$ cat config.mk
export PLATFORM = sky130hd
export DESIGN_NAME = gen_protect
export DESIGN_NICKNAME = d
export VERILOG_FILES = /design/src/rtl/prot_pkg.sv /design/src/rtl/gen_protect.sv
export VERILOG_INCLUDE_DIRS = /design/src /design/src/rtl
export SDC_FILE = /design/constraint.sdc
export NUM_CORES = 2
export LEC_CHECK = 0
export BUFFER_PORTS_ARGS = -buffer_cell sky130_fd_sc_hd__buf_2
export CAP_MARGIN = 30
export CORE_ASPECT_RATIO = 0.8
export CORE_UTILIZATION = 69
export CTS_CLUSTER_SIZE = 12
export DETAILED_ROUTE_END_ITERATION = 8
export HOLD_SLACK_MARGIN = 0.12
export PLACE_DENSITY = 0.88
export SLEW_MARGIN = 20
export SYNTH_ARGS = -nofsm -noshare
export SYNTH_HDL_FRONTEND = slang
export SYNTH_SLANG_ARGS = --single-unit
export TNS_END_PERCENT = 5
$ cat constraint.sdc
create_clock -name pclk -period 164.7 [get_ports pclk]
set_input_delay 32.94 -clock pclk [delete_from_list [all_inputs] [get_ports pclk]]
set_output_delay 32.94 -clock pclk [all_outputs]
set_load 0.02 [all_outputs]
$ cat src/rtl/prot_cfg.svh
/*
 Shared constants for the generator protection supervisor: APB register
 offsets, field positions, reset values, setting ranges and timing counts.
 Assumes a 25 MHz pclk; included by the design module.
*/
`ifndef PROT_CFG_SVH
`define PROT_CFG_SVH

// Clock and time base
`define CLK_HZ          25000000
`define TICK_MS         100
`define TICK_CYCLES     ((`CLK_HZ / 1000) * `TICK_MS)
`define BLINK_TICKS     8'h05

// Register byte offsets
`define OFS_CTRL        12'h000
`define OFS_OVTH        12'h004
`define OFS_UVTH        12'h008
`define OFS_RVTH        12'h00c
`define OFS_OXTH        12'h010
`define OFS_DIOTH       12'h014
`define OFS_LOSDLY      12'h018
`define OFS_MEAS_V      12'h01c
`define OFS_MEAS_I      12'h020
`define OFS_STATUS      12'h024
`define OFS_CLEAR       12'h028

// Control field positions
`define CTL_OV_EN       0
`define CTL_OV_SHUT     1
`define CTL_UV_EN       2
`define CTL_UV_SHUT     3
`define CTL_RV_EN       4
`define CTL_RV_SHUT     5
`define CTL_OX_EN       6
`define CTL_OX_SHUT     7
`define CTL_OX_INV      8
`define CTL_DIO_EN      9
`define CTL_DIO_SHUT    10
`define CTL_LOS_EN      11
`define CTL_LOS_SHUT    12
`define CTL_FR_EN       13
`define CTL_FR_SHUT     14
`define CTL_THREE_PH    15
`define CTL_OVERRIDE    16
`define CTRL_RESET      32'h0000_0000

// Setting ranges (percent, tenths of s, tenths of A)
`define OV_PCT_MIN      8'd105
`define OV_PCT_MAX      8'd135
`define UV_PCT_MIN      8'd60
`define UV_PCT_MAX      8'd95
`define RV_PCT_MIN      8'd10
`define RV_PCT_MAX      8'd100
`define OV_DLY_MIN      12'd20
`define OV_DLY_MAX      12'd300
`define UV_DLY_MIN      12'd100
`define UV_DLY_MAX      12'd1200
`define RV_DLY_MIN      12'd1
`define RV_DLY_MAX      12'd99
`define OX_DLY_MIN      12'd10
`define OX_DLY_MAX      12'd100
`define OX_I_MAX        12'd120
`define DIO_I_MIN       12'd10
`define DIO_I_MAX       12'd100
`define LOS_DLY_MAX     12'd250
`define DIO_DLY         12'd50
`define FR_DLY          12'd100
`define FOC_LIMIT       12'd280
`define LOS_1PH_PCT     8'd50
`define LOS_3PH_PCT     8'd20

`endif

$ cat src/rtl/prot_pkg.sv
/*
 Types for the generator protection supervisor. Assumes prot_cfg.svh.
*/
package prot_pkg;
   // One protection's programmed settings
   typedef struct packed {
      logic [7:0]  level;   // Trip level
      logic [11:0] delay;   // Delay in tenths of s
   } trip_set_t;

   // Fault outcome of one protection
   typedef struct packed {
      logic alarm;          // Tripped as alarm
      logic shut;           // Tripped as shutdown
   } verdict_t;

   // Protection indices
   typedef enum logic [2:0] {
      P_OV, P_UV, P_RV, P_OX, P_DIO, P_LOS, P_FR
   } prot_id_t;
endpackage : prot_pkg

$ cat src/rtl/gen_protect.sv
`timescale 1ns/100ps
/*
 Generator protection supervisor: seven protections with delay timers,
 alarm/shutdown drivers, fault indicator, CAN message strobes, excitation
 cutoff and an APB register file. Assumes measured values arrive already
 scaled on pclk (percent of nominal, tenths of amps) and contact pins are raw.
*/
`include "prot_cfg.svh"

module gen_protect
   import prot_pkg::*;
#(
   parameter int TICK_CYCLES = `TICK_CYCLES  // Cycles per 0.1 s
)(
   input  wire logic        pclk,          // 25 MHz clock
   input  wire logic        presetn,       // Async reset, active low
   input  wire logic        psel,          // APB select
   input  wire logic        penable,       // APB enable
   input  wire logic        pwrite,        // APB direction
   input  wire logic [11:0] paddr,         // APB byte address
   input  wire logic [31:0] pwdata,        // APB write data
   output logic      [31:0] prdata,        // APB read data
   output logic             pready,        // APB ready
   output logic             pslverr,       // APB error
   input  wire logic [7:0]  volt_pct,      // Gen voltage, percent nominal
   input  wire logic [7:0]  rvar_pct,      // Reverse VAR, percent nominal
   input  wire logic [11:0] field_i,       // Field current, 0.1 A
   input  wire logic [11:0] ripple_i,      // Field ripple RMS, 0.1 A
   input  wire logic [7:0]  sense_pct,     // Sensed voltage, percent setpoint
   input  wire logic [7:0]  imbal_pct,     // Phase imbalance, percent setpoint
   input  wire logic        phase_lost,    // One phase missing
   input  wire logic        fault_reset_n, // Fault reset contact, low closed
   output logic             alarm_drv,     // Alarm output driver
   output logic             shut_drv,      // Fault shutdown output driver
   output logic             fault_led,     // Fault indicator
   output logic             can_alarm,     // CAN alarm message request pulse
   output logic             can_shut,      // CAN shutdown message request pulse
   output logic             excite_off,    // Remove excitation
   output logic             field_oc       // Field over current event
);

   // Divider counter is 24 bits wide and needs at least two states
   if (TICK_CYCLES < 2 || TICK_CYCLES > 24'hffffff) begin : g_bad_tick
      $error("TICK_CYCLES out of range");
   end

   localparam int NP = 7;                   // Protection count

   // Clamp a setting into its legal range
   function automatic logic [11:0] clamp12(input logic [11:0] v,
                                           input logic [11:0] lo,
                                           input logic [11:0] hi);
      clamp12 = (v < lo) ? lo : ((v > hi) ? hi : v);
   endfunction : clamp12

   function automatic logic [7:0] clamp8(input logic [7:0] v,
                                         input logic [7:0] lo,
                                         input logic [7:0] hi);
      clamp8 = (v < lo) ? lo : ((v > hi) ? hi : v);
   endfunction : clamp8

   // Registers
   logic [31:0] ctrl_q;                     // Enables, types, override
   trip_set_t   ov_q, uv_q, rv_q;           // Voltage-type settings
   logic [11:0] ox_i_q, ox_t_q;             // Over excitation level, time
   logic [11:0] dio_i_q;                    // Diode ripple threshold
   logic [11:0] los_t_q;                    // Sensing loss delay
   logic [NP-1:0] trip_q;                   // Latched trips
   logic        foc_q;                      // Field overcurrent latched
   logic        fr_s1_q, fr_s2_q;           // Reset contact sync
   logic [23:0] tick_cnt_q;                 // 0.1 s divider
   logic        tick;                       // 0.1 s enable pulse
   logic [7:0]  blink_q;                    // Flash divider
   logic        blink_on_q;                 // Flash phase
   logic [NP-1:0] prev_alarm_q, prev_shut_q;// For CAN edge strobes

   wire wr = psel & penable & pwrite;
   wire rd = psel & penable & ~pwrite;

   // APB answers in the access cycle, no wait states
   assign pready = 1'b1;

   // Unmapped address flagged
   logic mapped;
   always_comb begin
      if (paddr == `OFS_CTRL)          mapped = 1'b1;
      else if (paddr == `OFS_OVTH)     mapped = 1'b1;
      else if (paddr == `OFS_UVTH)     mapped = 1'b1;
      else if (paddr == `OFS_RVTH)     mapped = 1'b1;
      else if (paddr == `OFS_OXTH)     mapped = 1'b1;
      else if (paddr == `OFS_DIOTH)    mapped = 1'b1;
      else if (paddr == `OFS_LOSDLY)   mapped = 1'b1;
      else if (paddr == `OFS_STATUS)   mapped = 1'b1;
      else if (paddr == `OFS_CLEAR)    mapped = 1'b1;
      else                             mapped = 1'b0;
   end
   assign pslverr = psel & penable & ~mapped;

   // Control register; override volatile, cleared at reset
   always_ff @(posedge pclk or negedge presetn) begin
      if (!presetn) begin
         ctrl_q <= `CTRL_RESET;
      end else if (wr && paddr == `OFS_CTRL) begin
         ctrl_q <= {15'h0000, pwdata[16:0]};
      end
   end

   // Voltage-type settings, clamped into legal ranges on write
   always_ff @(posedge pclk or negedge presetn) begin
      if (!presetn) begin
         ov_q <= '{level: `OV_PCT_MIN, delay: `OV_DLY_MIN};
         uv_q <= '{level: `UV_PCT_MIN, delay: `UV_DLY_MIN};
         rv_q <= '{level: `RV_PCT_MIN, delay: `RV_DLY_MIN};
      end else if (wr) begin
         if (paddr == `OFS_OVTH) begin
            ov_q.level <= clamp8(pwdata[7:0], `OV_PCT_MIN, `OV_PCT_MAX);
            ov_q.delay <= clamp12(pwdata[27:16], `OV_DLY_MIN, `OV_DLY_MAX);
         end else if (paddr == `OFS_UVTH) begin
            uv_q.level <= clamp8(pwdata[7:0], `UV_PCT_MIN, `UV_PCT_MAX);
            uv_q.delay <= clamp12(pwdata[27:16], `UV_DLY_MIN, `UV_DLY_MAX);
         end else if (paddr == `OFS_RVTH) begin
            rv_q.level <= clamp8(pwdata[7:0], `RV_PCT_MIN, `RV_PCT_MAX);
            rv_q.delay <= clamp12(pwdata[27:16], `RV_DLY_MIN, `RV_DLY_MAX);
         end
      end
   end

   // Current and sensing settings
   always_ff @(posedge pclk or negedge presetn) begin
      if (!presetn) begin
         ox_i_q  <= `OX_I_MAX;
         ox_t_q  <= `OX_DLY_MAX;
         dio_i_q <= `DIO_I_MAX;
         los_t_q <= `LOS_DLY_MAX;
      end else if (wr) begin
         if (paddr == `OFS_OXTH) begin
            ox_i_q <= clamp12(pwdata[11:0], 12'd0, `OX_I_MAX);
            ox_t_q <= clamp12(pwdata[27:16], `OX_DLY_MIN, `OX_DLY_MAX);
         end else if (paddr == `OFS_DIOTH) begin
            dio_i_q <= clamp12(pwdata[11:0], `DIO_I_MIN, `DIO_I_MAX);
         end else if (paddr == `OFS_LOSDLY) begin
            los_t_q <= clamp12(pwdata[11:0], 12'd0, `LOS_DLY_MAX);
         end
      end
   end

   // Contact pin synchroniser
   always_ff @(posedge pclk or negedge presetn) begin
      if (!presetn) begin
         fr_s1_q <= 1'b1;
         fr_s2_q <= 1'b1;
      end else begin
         fr_s1_q <= fault_reset_n;
         fr_s2_q <= fr_s1_q;
      end
   end

   // 0.1 s tick divider
   always_ff @(posedge pclk or negedge presetn) begin
      if (!presetn) begin
         tick_cnt_q <= 24'h000000;
      end else if (tick) begin
         tick_cnt_q <= 24'h000000;
      end else begin
         tick_cnt_q <= tick_cnt_q + 24'h000001;
      end
   end
   assign tick = (tick_cnt_q == 24'(TICK_CYCLES - 1));

   // Per-protection enables, types, conditions and delays
   logic [NP-1:0] en, shut_type, cond;
   logic [11:0]   dly [NP];
   logic [11:0]   ox_dly;
   logic [23:0]   ox_prod;
   always_comb begin
      en        = {ctrl_q[`CTL_FR_EN], ctrl_q[`CTL_LOS_EN], ctrl_q[`CTL_DIO_EN],
                   ctrl_q[`CTL_OX_EN], ctrl_q[`CTL_RV_EN], ctrl_q[`CTL_UV_EN],
                   ctrl_q[`CTL_OV_EN]};
      shut_type = {ctrl_q[`CTL_FR_SHUT], ctrl_q[`CTL_LOS_SHUT], ctrl_q[`CTL_DIO_SHUT],
                   ctrl_q[`CTL_OX_SHUT], ctrl_q[`CTL_RV_SHUT], ctrl_q[`CTL_UV_SHUT],
                   ctrl_q[`CTL_OV_SHUT]};
      // Inverse time: delay shrinks with current over base, scaled by dial;
      // a coarse 1/x stand-in since the curve shape lives outside
      ox_prod = ox_t_q * ox_i_q;
      if (field_i == 12'd0) ox_dly = ox_t_q;
      else                  ox_dly = 12'(ox_prod / {12'd0, field_i});
      if (!ctrl_q[`CTL_OX_INV]) ox_dly = ox_t_q;
      cond[P_OV]  = volt_pct > ov_q.level;
      cond[P_UV]  = volt_pct < uv_q.level;
      cond[P_RV]  = rvar_pct > rv_q.level;
      cond[P_OX]  = field_i > ox_i_q;
      cond[P_DIO] = ripple_i > dio_i_q;
      if (ctrl_q[`CTL_THREE_PH])
         cond[P_LOS] = phase_lost | (imbal_pct >= `LOS_3PH_PCT);
      else
         cond[P_LOS] = sense_pct <= `LOS_1PH_PCT;
      cond[P_FR]  = ~fr_s2_q;
      dly[P_OV]  = ov_q.delay;
      dly[P_UV]  = uv_q.delay;
      dly[P_RV]  = rv_q.delay;
      dly[P_OX]  = ox_dly;
      dly[P_DIO] = `DIO_DLY;
      dly[P_LOS] = los_t_q;
      dly[P_FR]  = `FR_DLY;
   end

   // Delay timers, one per protection, in 0.1 s ticks
   logic [11:0] tmr_q [NP];
   logic        clr_w;
   assign clr_w = wr && (paddr == `OFS_CLEAR);
   for (genvar i = 0; i < NP; i++) begin : g_prot
      always_ff @(posedge pclk or negedge presetn) begin
         if (!presetn) begin
            tmr_q[i]  <= 12'd0;
            trip_q[i] <= 1'b0;
         end else begin
            if (!en[i] || !cond[i]) begin
               tmr_q[i] <= 12'd0;
            end else if (tick && tmr_q[i] < dly[i]) begin
               tmr_q[i] <= tmr_q[i] + 12'd1;
            end
            // Trip latches; a new trip beats a software clear
            if (!en[i]) begin
               trip_q[i] <= 1'b0;
            end else if (cond[i] && tmr_q[i] >= dly[i]) begin
               trip_q[i] <= 1'b1;
            end else if (clr_w && pwdata[i]) begin
               trip_q[i] <= 1'b0;
            end
         end
      end
   end

   // Field overcurrent latch, acts with no delay and no enable
   always_ff @(posedge pclk or negedge presetn) begin
      if (!presetn) begin
         foc_q <= 1'b0;
      end else if (field_i >= `FOC_LIMIT) begin
         foc_q <= 1'b1;
      end else if (clr_w && pwdata[NP]) begin
         foc_q <= 1'b0;
      end
   end

   // Verdicts; diode alarm hidden once field overcurrent shut us down
   logic [NP-1:0] rep, alarm_v, shut_v;
   always_comb begin
      rep = trip_q;
      if (foc_q) rep[P_DIO] = 1'b0;
      alarm_v = rep & ~shut_type;
      shut_v  = rep & shut_type;
   end

   // Output drivers, independent of override
   always_ff @(posedge pclk or negedge presetn) begin
      if (!presetn) begin
         alarm_drv <= 1'b0;
         shut_drv  <= 1'b0;
      end else begin
         alarm_drv <= |alarm_v;
         shut_drv  <= |shut_v;
      end
   end

   // CAN message request pulses, one per cycle with any new trip
   always_ff @(posedge pclk or negedge presetn) begin
      if (!presetn) begin
         prev_alarm_q <= '0;
         prev_shut_q  <= '0;
         can_alarm    <= 1'b0;
         can_shut     <= 1'b0;
      end else begin
         prev_alarm_q <= alarm_v;
         prev_shut_q  <= shut_v;
         can_alarm    <= |(alarm_v & ~prev_alarm_q);
         can_shut     <= |(shut_v & ~prev_shut_q);
      end
   end

   // Flash phase for the lamp
   always_ff @(posedge pclk or negedge presetn) begin
      if (!presetn) begin
         blink_q    <= 8'h00;
         blink_on_q <= 1'b0;
      end else if (tick) begin
         if (blink_q >= `BLINK_TICKS - 8'h01) begin
            blink_q    <= 8'h00;
            blink_on_q <= ~blink_on_q;
         end else begin
            blink_q <= blink_q + 8'h01;
         end
      end
   end

   // Lamp: flashing beats steady when both kinds are active
   always_ff @(posedge pclk or negedge presetn) begin
      if (!presetn) begin
         fault_led <= 1'b0;
      end else if (|shut_v) begin
         fault_led <= blink_on_q;
      end else begin
         fault_led <= |alarm_v;
      end
   end

   // Excitation cutoff: only OX, diode and sensing loss may cut, override
   // blocks them; field overcurrent is a hardware limit and always cuts
   logic cut_req;
   assign cut_req = trip_q[P_OX] | trip_q[P_DIO] | trip_q[P_LOS];
   always_ff @(posedge pclk or negedge presetn) begin
      if (!presetn) begin
         excite_off <= 1'b0;
         field_oc   <= 1'b0;
      end else begin
         excite_off <= foc_q | (cut_req & ~ctrl_q[`CTL_OVERRIDE]);
         field_oc   <= foc_q;
      end
   end

   // Read mux
   always_comb begin
      prdata = 32'h0000_0000;
      if (paddr == `OFS_CTRL)          prdata = ctrl_q;
      else if (paddr == `OFS_OVTH)     prdata = {4'h0, ov_q.delay, 8'h00, ov_q.level};
      else if (paddr == `OFS_UVTH)     prdata = {4'h0, uv_q.delay, 8'h00, uv_q.level};
      else if (paddr == `OFS_RVTH)     prdata = {4'h0, rv_q.delay, 8'h00, rv_q.level};
      else if (paddr == `OFS_OXTH)     prdata = {4'h0, ox_t_q, 4'h0, ox_i_q};
      else if (paddr == `OFS_DIOTH)    prdata = {20'h00000, dio_i_q};
      else if (paddr == `OFS_LOSDLY)   prdata = {20'h00000, los_t_q};
      else if (paddr == `OFS_STATUS)
         prdata = {16'h0000, 6'h00, excite_off, foc_q, 1'b0, rep};
      if (!rd) prdata = 32'h0000_0000;
   end

endmodule : gen_protect

==> Implementation_results.wiki <==
{| class="wikitable"
! Metric !! Value
|-
| Full die area || approximately 48000 um^2
|-
| Post-CTS clock slew at the launch and capture registers of the worst setup and hold paths || about 0.060 ns
|-
| Total of buffers placed on input and output ports || ~140
|-
| Effective utilization at floorplan || 0.705
|-
| WL per Instance || about 19 um
|-
| Final clock skew || approximately 0.019 ns
|-
| Largest net degree at the start of global routing || 190
|-
| HP Class || reg -> reg
|-
| Fill cell total of the finished layout || between 3000 and 4000
|-
| Gate Count Post-Synth || 3950
|-
| Average cell area after synthesis || 8.20 um^2
|-
| Largest stage delay on the critical path || ~0.85 ns
|-
| Final layout net count || approximately 4600
|-
| Fraction of synthesized area in multiplexers || 0.0359
|-
| Simple-gate share of the synthesized area || 0.215
|-
| Library cells used by synthesis || 113
|-
| HPWL after DPL || about 68000 um
|-
| Post-route fraction of the period consumed by the critical path || 0.599
|-
| H-tree depth || 1
|-
| GR Util met3 || 0.0815
|-
| Share of the core filled with cells in the final layout || 0.750
|-
| Total of hold buffers inserted after clock tree synthesis || 0
|-
| Startpoint of the tightest hold check path || fr_s1_q$_DFF_PN1_
|-
| First-pass GRT wire length || between 100000 and 150000 um
|-
| Sequential cell area fraction in the yosys report || 0.212
|-
| Die W || ~240 um
|-
| Combined global-route utilization of all metal layers || 0.361
|-
| Xor/xnor cell area share of the yosys netlist || 0.0475
|-
| Row Count || 70
|-
| Library cell with the highest instance count after synthesis || sky130_fd_sc_hd__ha_1
|-
| Clock Path Buffers || 3
|-
| Dominant cell type by area after synthesis || sky130_fd_sc_hd__dfrtp_1
|-
| # clock sinks || roughly 270
|-
| Fraction of the mapped netlist area in compound gates || 0.220
|-
| Setup total negative slack || 0 ns
|-
| Worst R2R End || tmr_q[47]$_DFFE_PN0P_
|-
| Cell area after technology mapping || approximately 32000 um^2
|-
| Biggest fanout along the worst timing path || 26
|-
| Async S/R FF share, synth || 1.00
|-
| Grt met1 use || 0.512
|-
| DR iter-0 viols || between 3000 and 4000
|-
| Antenna violations before repair || 0
|-
| Slew of the pin with the lowest slew margin || between 1 and 1.5 ns
|-
| Outcome || finished clean
|-
| Routing usage on met2 || 0.555
|-
| DR pass1 iterations || 8
|-
| Data arrival time of the worst path || between 90 and 100 ns
|-
| Reported max-cap violation count || 0
|-
| Top cell by count, worst path || sky130_fd_sc_hd__o21a_1
|-
| Total of warnings raised by yosys || 0
|-
| Endpoint class of the critical path || flop
|-
| Diode count || 0
|-
| Worst slew slack as a fraction of its limit || 0.303
|-
| Adder-cell area share of the yosys netlist || 0.218
|-
| Clock tree root buffer cell || sky130_fd_sc_hd__clkbuf_16
|-
| Main flop type after synthesis || sky130_fd_sc_hd__dfrtp_1
|-
| Min Clock Period, post-route || about 100 ns
|-
| CTS tree || done
|-
| Global routing's busiest layer || met2
|-
| Post-synth EDFFs || 0
|-
| Setup slack of the most critical reg-to-reg path || 93.46 ns
|-
| DRC violations left || 0
|-
| Flop and latch count out of synthesis || approximately 270
|-
| # Post-CTS Setup Buffers || 0
|-
| Setup repair after global routing missed its margin || false
|-
| Number of ports placed on the die boundary || 148
|-
| Type of the setup path with the least slack || in -> reg
|-
| Master of the slowest instance on the critical path || sky130_fd_sc_hd__a2111oi_2
|-
| Layout overhead on the synthesized area || 6.38%
|-
| Fraction of layout instances using a drive strength above 1 || 0.0985
|-
| Drt total wl || 88100 um
|-
| Number of antenna-violating nets in the routed design || 0
|-
| Startpoint of the worst-slack reg-to-reg timing path || ox_t_q[4]$_DFFE_PN0P_
|-
| Later-pin clock latency in the skew report || about 0.57 ns
|-
| Area fraction of the dominant cell type after synthesis || 0.185
|-
| Area used by sequential logic in the layout || ~7000 um^2
|-
| Number of slew-limit violations in the final report || 0
|-
| Placeable core area || about 46000 um^2
|-
| Crit start category || primary input
|-
| Fin. Hold Viols || 0
|-
| Hold-critical path endpoint || fr_s2_q$_DFF_PN1_
|-
| Area occupied by multi-input gates || roughly 24000 um^2
|-
| Die Y || between 150 and 200 um
|-
| Max Clock Freq || between 0.01 and 0.015 GHz
|-
| Number of buffers added by the clock tree synthesis step || 27
|-
| Largest family of logic cells by synthesized area || compound AO/OA/AOI/OAI gates
|-
| Hold Path Depth || 0
|-
| Critical path data required time || between 150 and 200 ns
|-
| Worst Reg2Reg Path Length in Cells || roughly 280
|-
| Total of cells resized after clock tree synthesis || 0
|-
| Placer Congestion || roughly 1
|-
| Remaining global-route overflow || 0
|-
| List of most frequent post-synthesis cells || sky130_fd_sc_hd__ha_1 (404), sky130_fd_sc_hd__nor2_1 (365), sky130_fd_sc_hd__nand2_1 (354)
|-
| Via-per-instance ratio || 6.60
|-
| Cell types occupying the most area after synthesis || sky130_fd_sc_hd__dfrtp_1 (18%), sky130_fd_sc_hd__ha_1 (16%), sky130_fd_sc_hd__fa_1 (6.2%)
|-
| Vias in the first global route || between 20000 and 30000
|-
| Final number of setup-violating endpoints || 0
|-
| Overall via count from detail_route || roughly 31000
|}
## per-stage QoR
stage                     hold slack (ns)  instances  cell area [um^2]  setup WS, ns
after global routing                0.369       4651             34500         61.63
after floorplan                     0.345       3953             32400         74.77
after detailed placement            0.358       4593             33500         66.77
after global placement              0.356       4590             33500         67.93
after CTS                           0.367       4642             34300         67.08
final                               0.367       4651             34500         66.11
## worst max path at each step
stage,from,end
2_1_floorplan,field_i[0],tmr_q[47]$_DFFE_PN0P_
3_3_place_gp,field_i[0],tmr_q[47]$_DFFE_PN0P_
3_5_place_dp,field_i[0],tmr_q[47]$_DFFE_PN0P_
4_1_cts,field_i[0],tmr_q[47]$_DFFE_PN0P_
5_1_grt,field_i[0],tmr_q[47]$_DFFE_PN0P_
6_report,field_i[0],tmr_q[47]$_DFFE_PN0P_
## state kept, by name, summed over array words and instances (netlist names), 7 cells and up
register	cells
ox_t_q	12
tick_cnt_q	24
prev_alarm_q	7
prev_shut_q	7
tmr_q	84
ox_i_q	12
blink_q	8
uv_q	8
los_t_q	12
dio_i_q	12
ov_q	8
rv_q	8
dly	36
ctrl_q	17
## cells by family (layout without fill, tap and decap cells)
group                      after synthesis  after routing
adders and majority gates              505            505
xor gates and xnor gates               175            175
and+or+nand+nor                       1412           1412
AOI/OAI and AO/OA                     1054           1054
other                                    2              5
DFF                                    273            273
buffers and inverters                  423            509
muxes                                  106            106
## area by class of cell
type	instances	area share
clock buffers	46	0.0217
well taps	612	0.0222
flip-flops and latches	273	0.199
inverters	291	0.0317
multi-input cells	3257	0.694
clock inverters	3	0.00105
repair buffers	169	0.0298
## placed cells by master, fill, tap and decap left out, types with 22 or more instances in the layout
cell type | netlist | routed
sky130_fd_sc_hd__a211oi_1 | 22 | 22
sky130_fd_sc_hd__a21o_1 | 89 | 89
sky130_fd_sc_hd__a21oi_1 | 274 | 274
sky130_fd_sc_hd__a221oi_1 | 27 | 27
sky130_fd_sc_hd__a31oi_1 | 35 | 35
sky130_fd_sc_hd__and2_1 | 87 | 87
sky130_fd_sc_hd__and3_1 | 42 | 42
sky130_fd_sc_hd__buf_2 | 17 | 136
sky130_fd_sc_hd__buf_4 | 6 | 22
sky130_fd_sc_hd__clkbuf_16 | 0 | 27
sky130_fd_sc_hd__dfrtp_1 | 239 | 239
sky130_fd_sc_hd__dfstp_2 | 34 | 34
sky130_fd_sc_hd__fa_1 | 100 | 100
sky130_fd_sc_hd__ha_1 | 404 | 404
sky130_fd_sc_hd__inv_1 | 291 | 291
sky130_fd_sc_hd__mux2_2 | 64 | 64
sky130_fd_sc_hd__mux2i_1 | 34 | 34
sky130_fd_sc_hd__nand2_1 | 354 | 354
sky130_fd_sc_hd__nand2b_1 | 39 | 39
sky130_fd_sc_hd__nand3_1 | 84 | 84
sky130_fd_sc_hd__nand4_1 | 68 | 68
sky130_fd_sc_hd__nor2_1 | 365 | 364
sky130_fd_sc_hd__nor2b_1 | 42 | 42
sky130_fd_sc_hd__nor3_1 | 149 | 145
sky130_fd_sc_hd__o211ai_1 | 29 | 29
sky130_fd_sc_hd__o21a_1 | 136 | 136
sky130_fd_sc_hd__o21ai_0 | 177 | 177
sky130_fd_sc_hd__o22ai_1 | 22 | 22
sky130_fd_sc_hd__o31ai_1 | 34 | 34
sky130_fd_sc_hd__or2_2 | 39 | 39
sky130_fd_sc_hd__or3_1 | 45 | 45
sky130_fd_sc_hd__xnor2_1 | 100 | 100
sky130_fd_sc_hd__xor2_1 | 74 | 74
## per-layer routing
layer	vias up	part of all wire	wire (um)
met1	14425	0.43	38200
met4	0	0.028	2470
met3	228	0.11	9450
met5	-	0	0
met2	1617	0.43	37900
li1	14406	-	-
## critical path, delay by kind of cell
| family | cells | cell delay [ns] |
|---|---|---|
| simple gates | 67 | 16.24 |
| mux | 4 | 1.47 |
| buf+inv | 10 | 1.88 |
| fa+ha+maj | 25 | 7.97 |
| xor+xnor | 1 | 0.16 |
| compound gates | 165 | 38.22 |
Power is not shown: default switching activity piles up to over one toggle a cycle in this logic, so the estimate is an artifact.
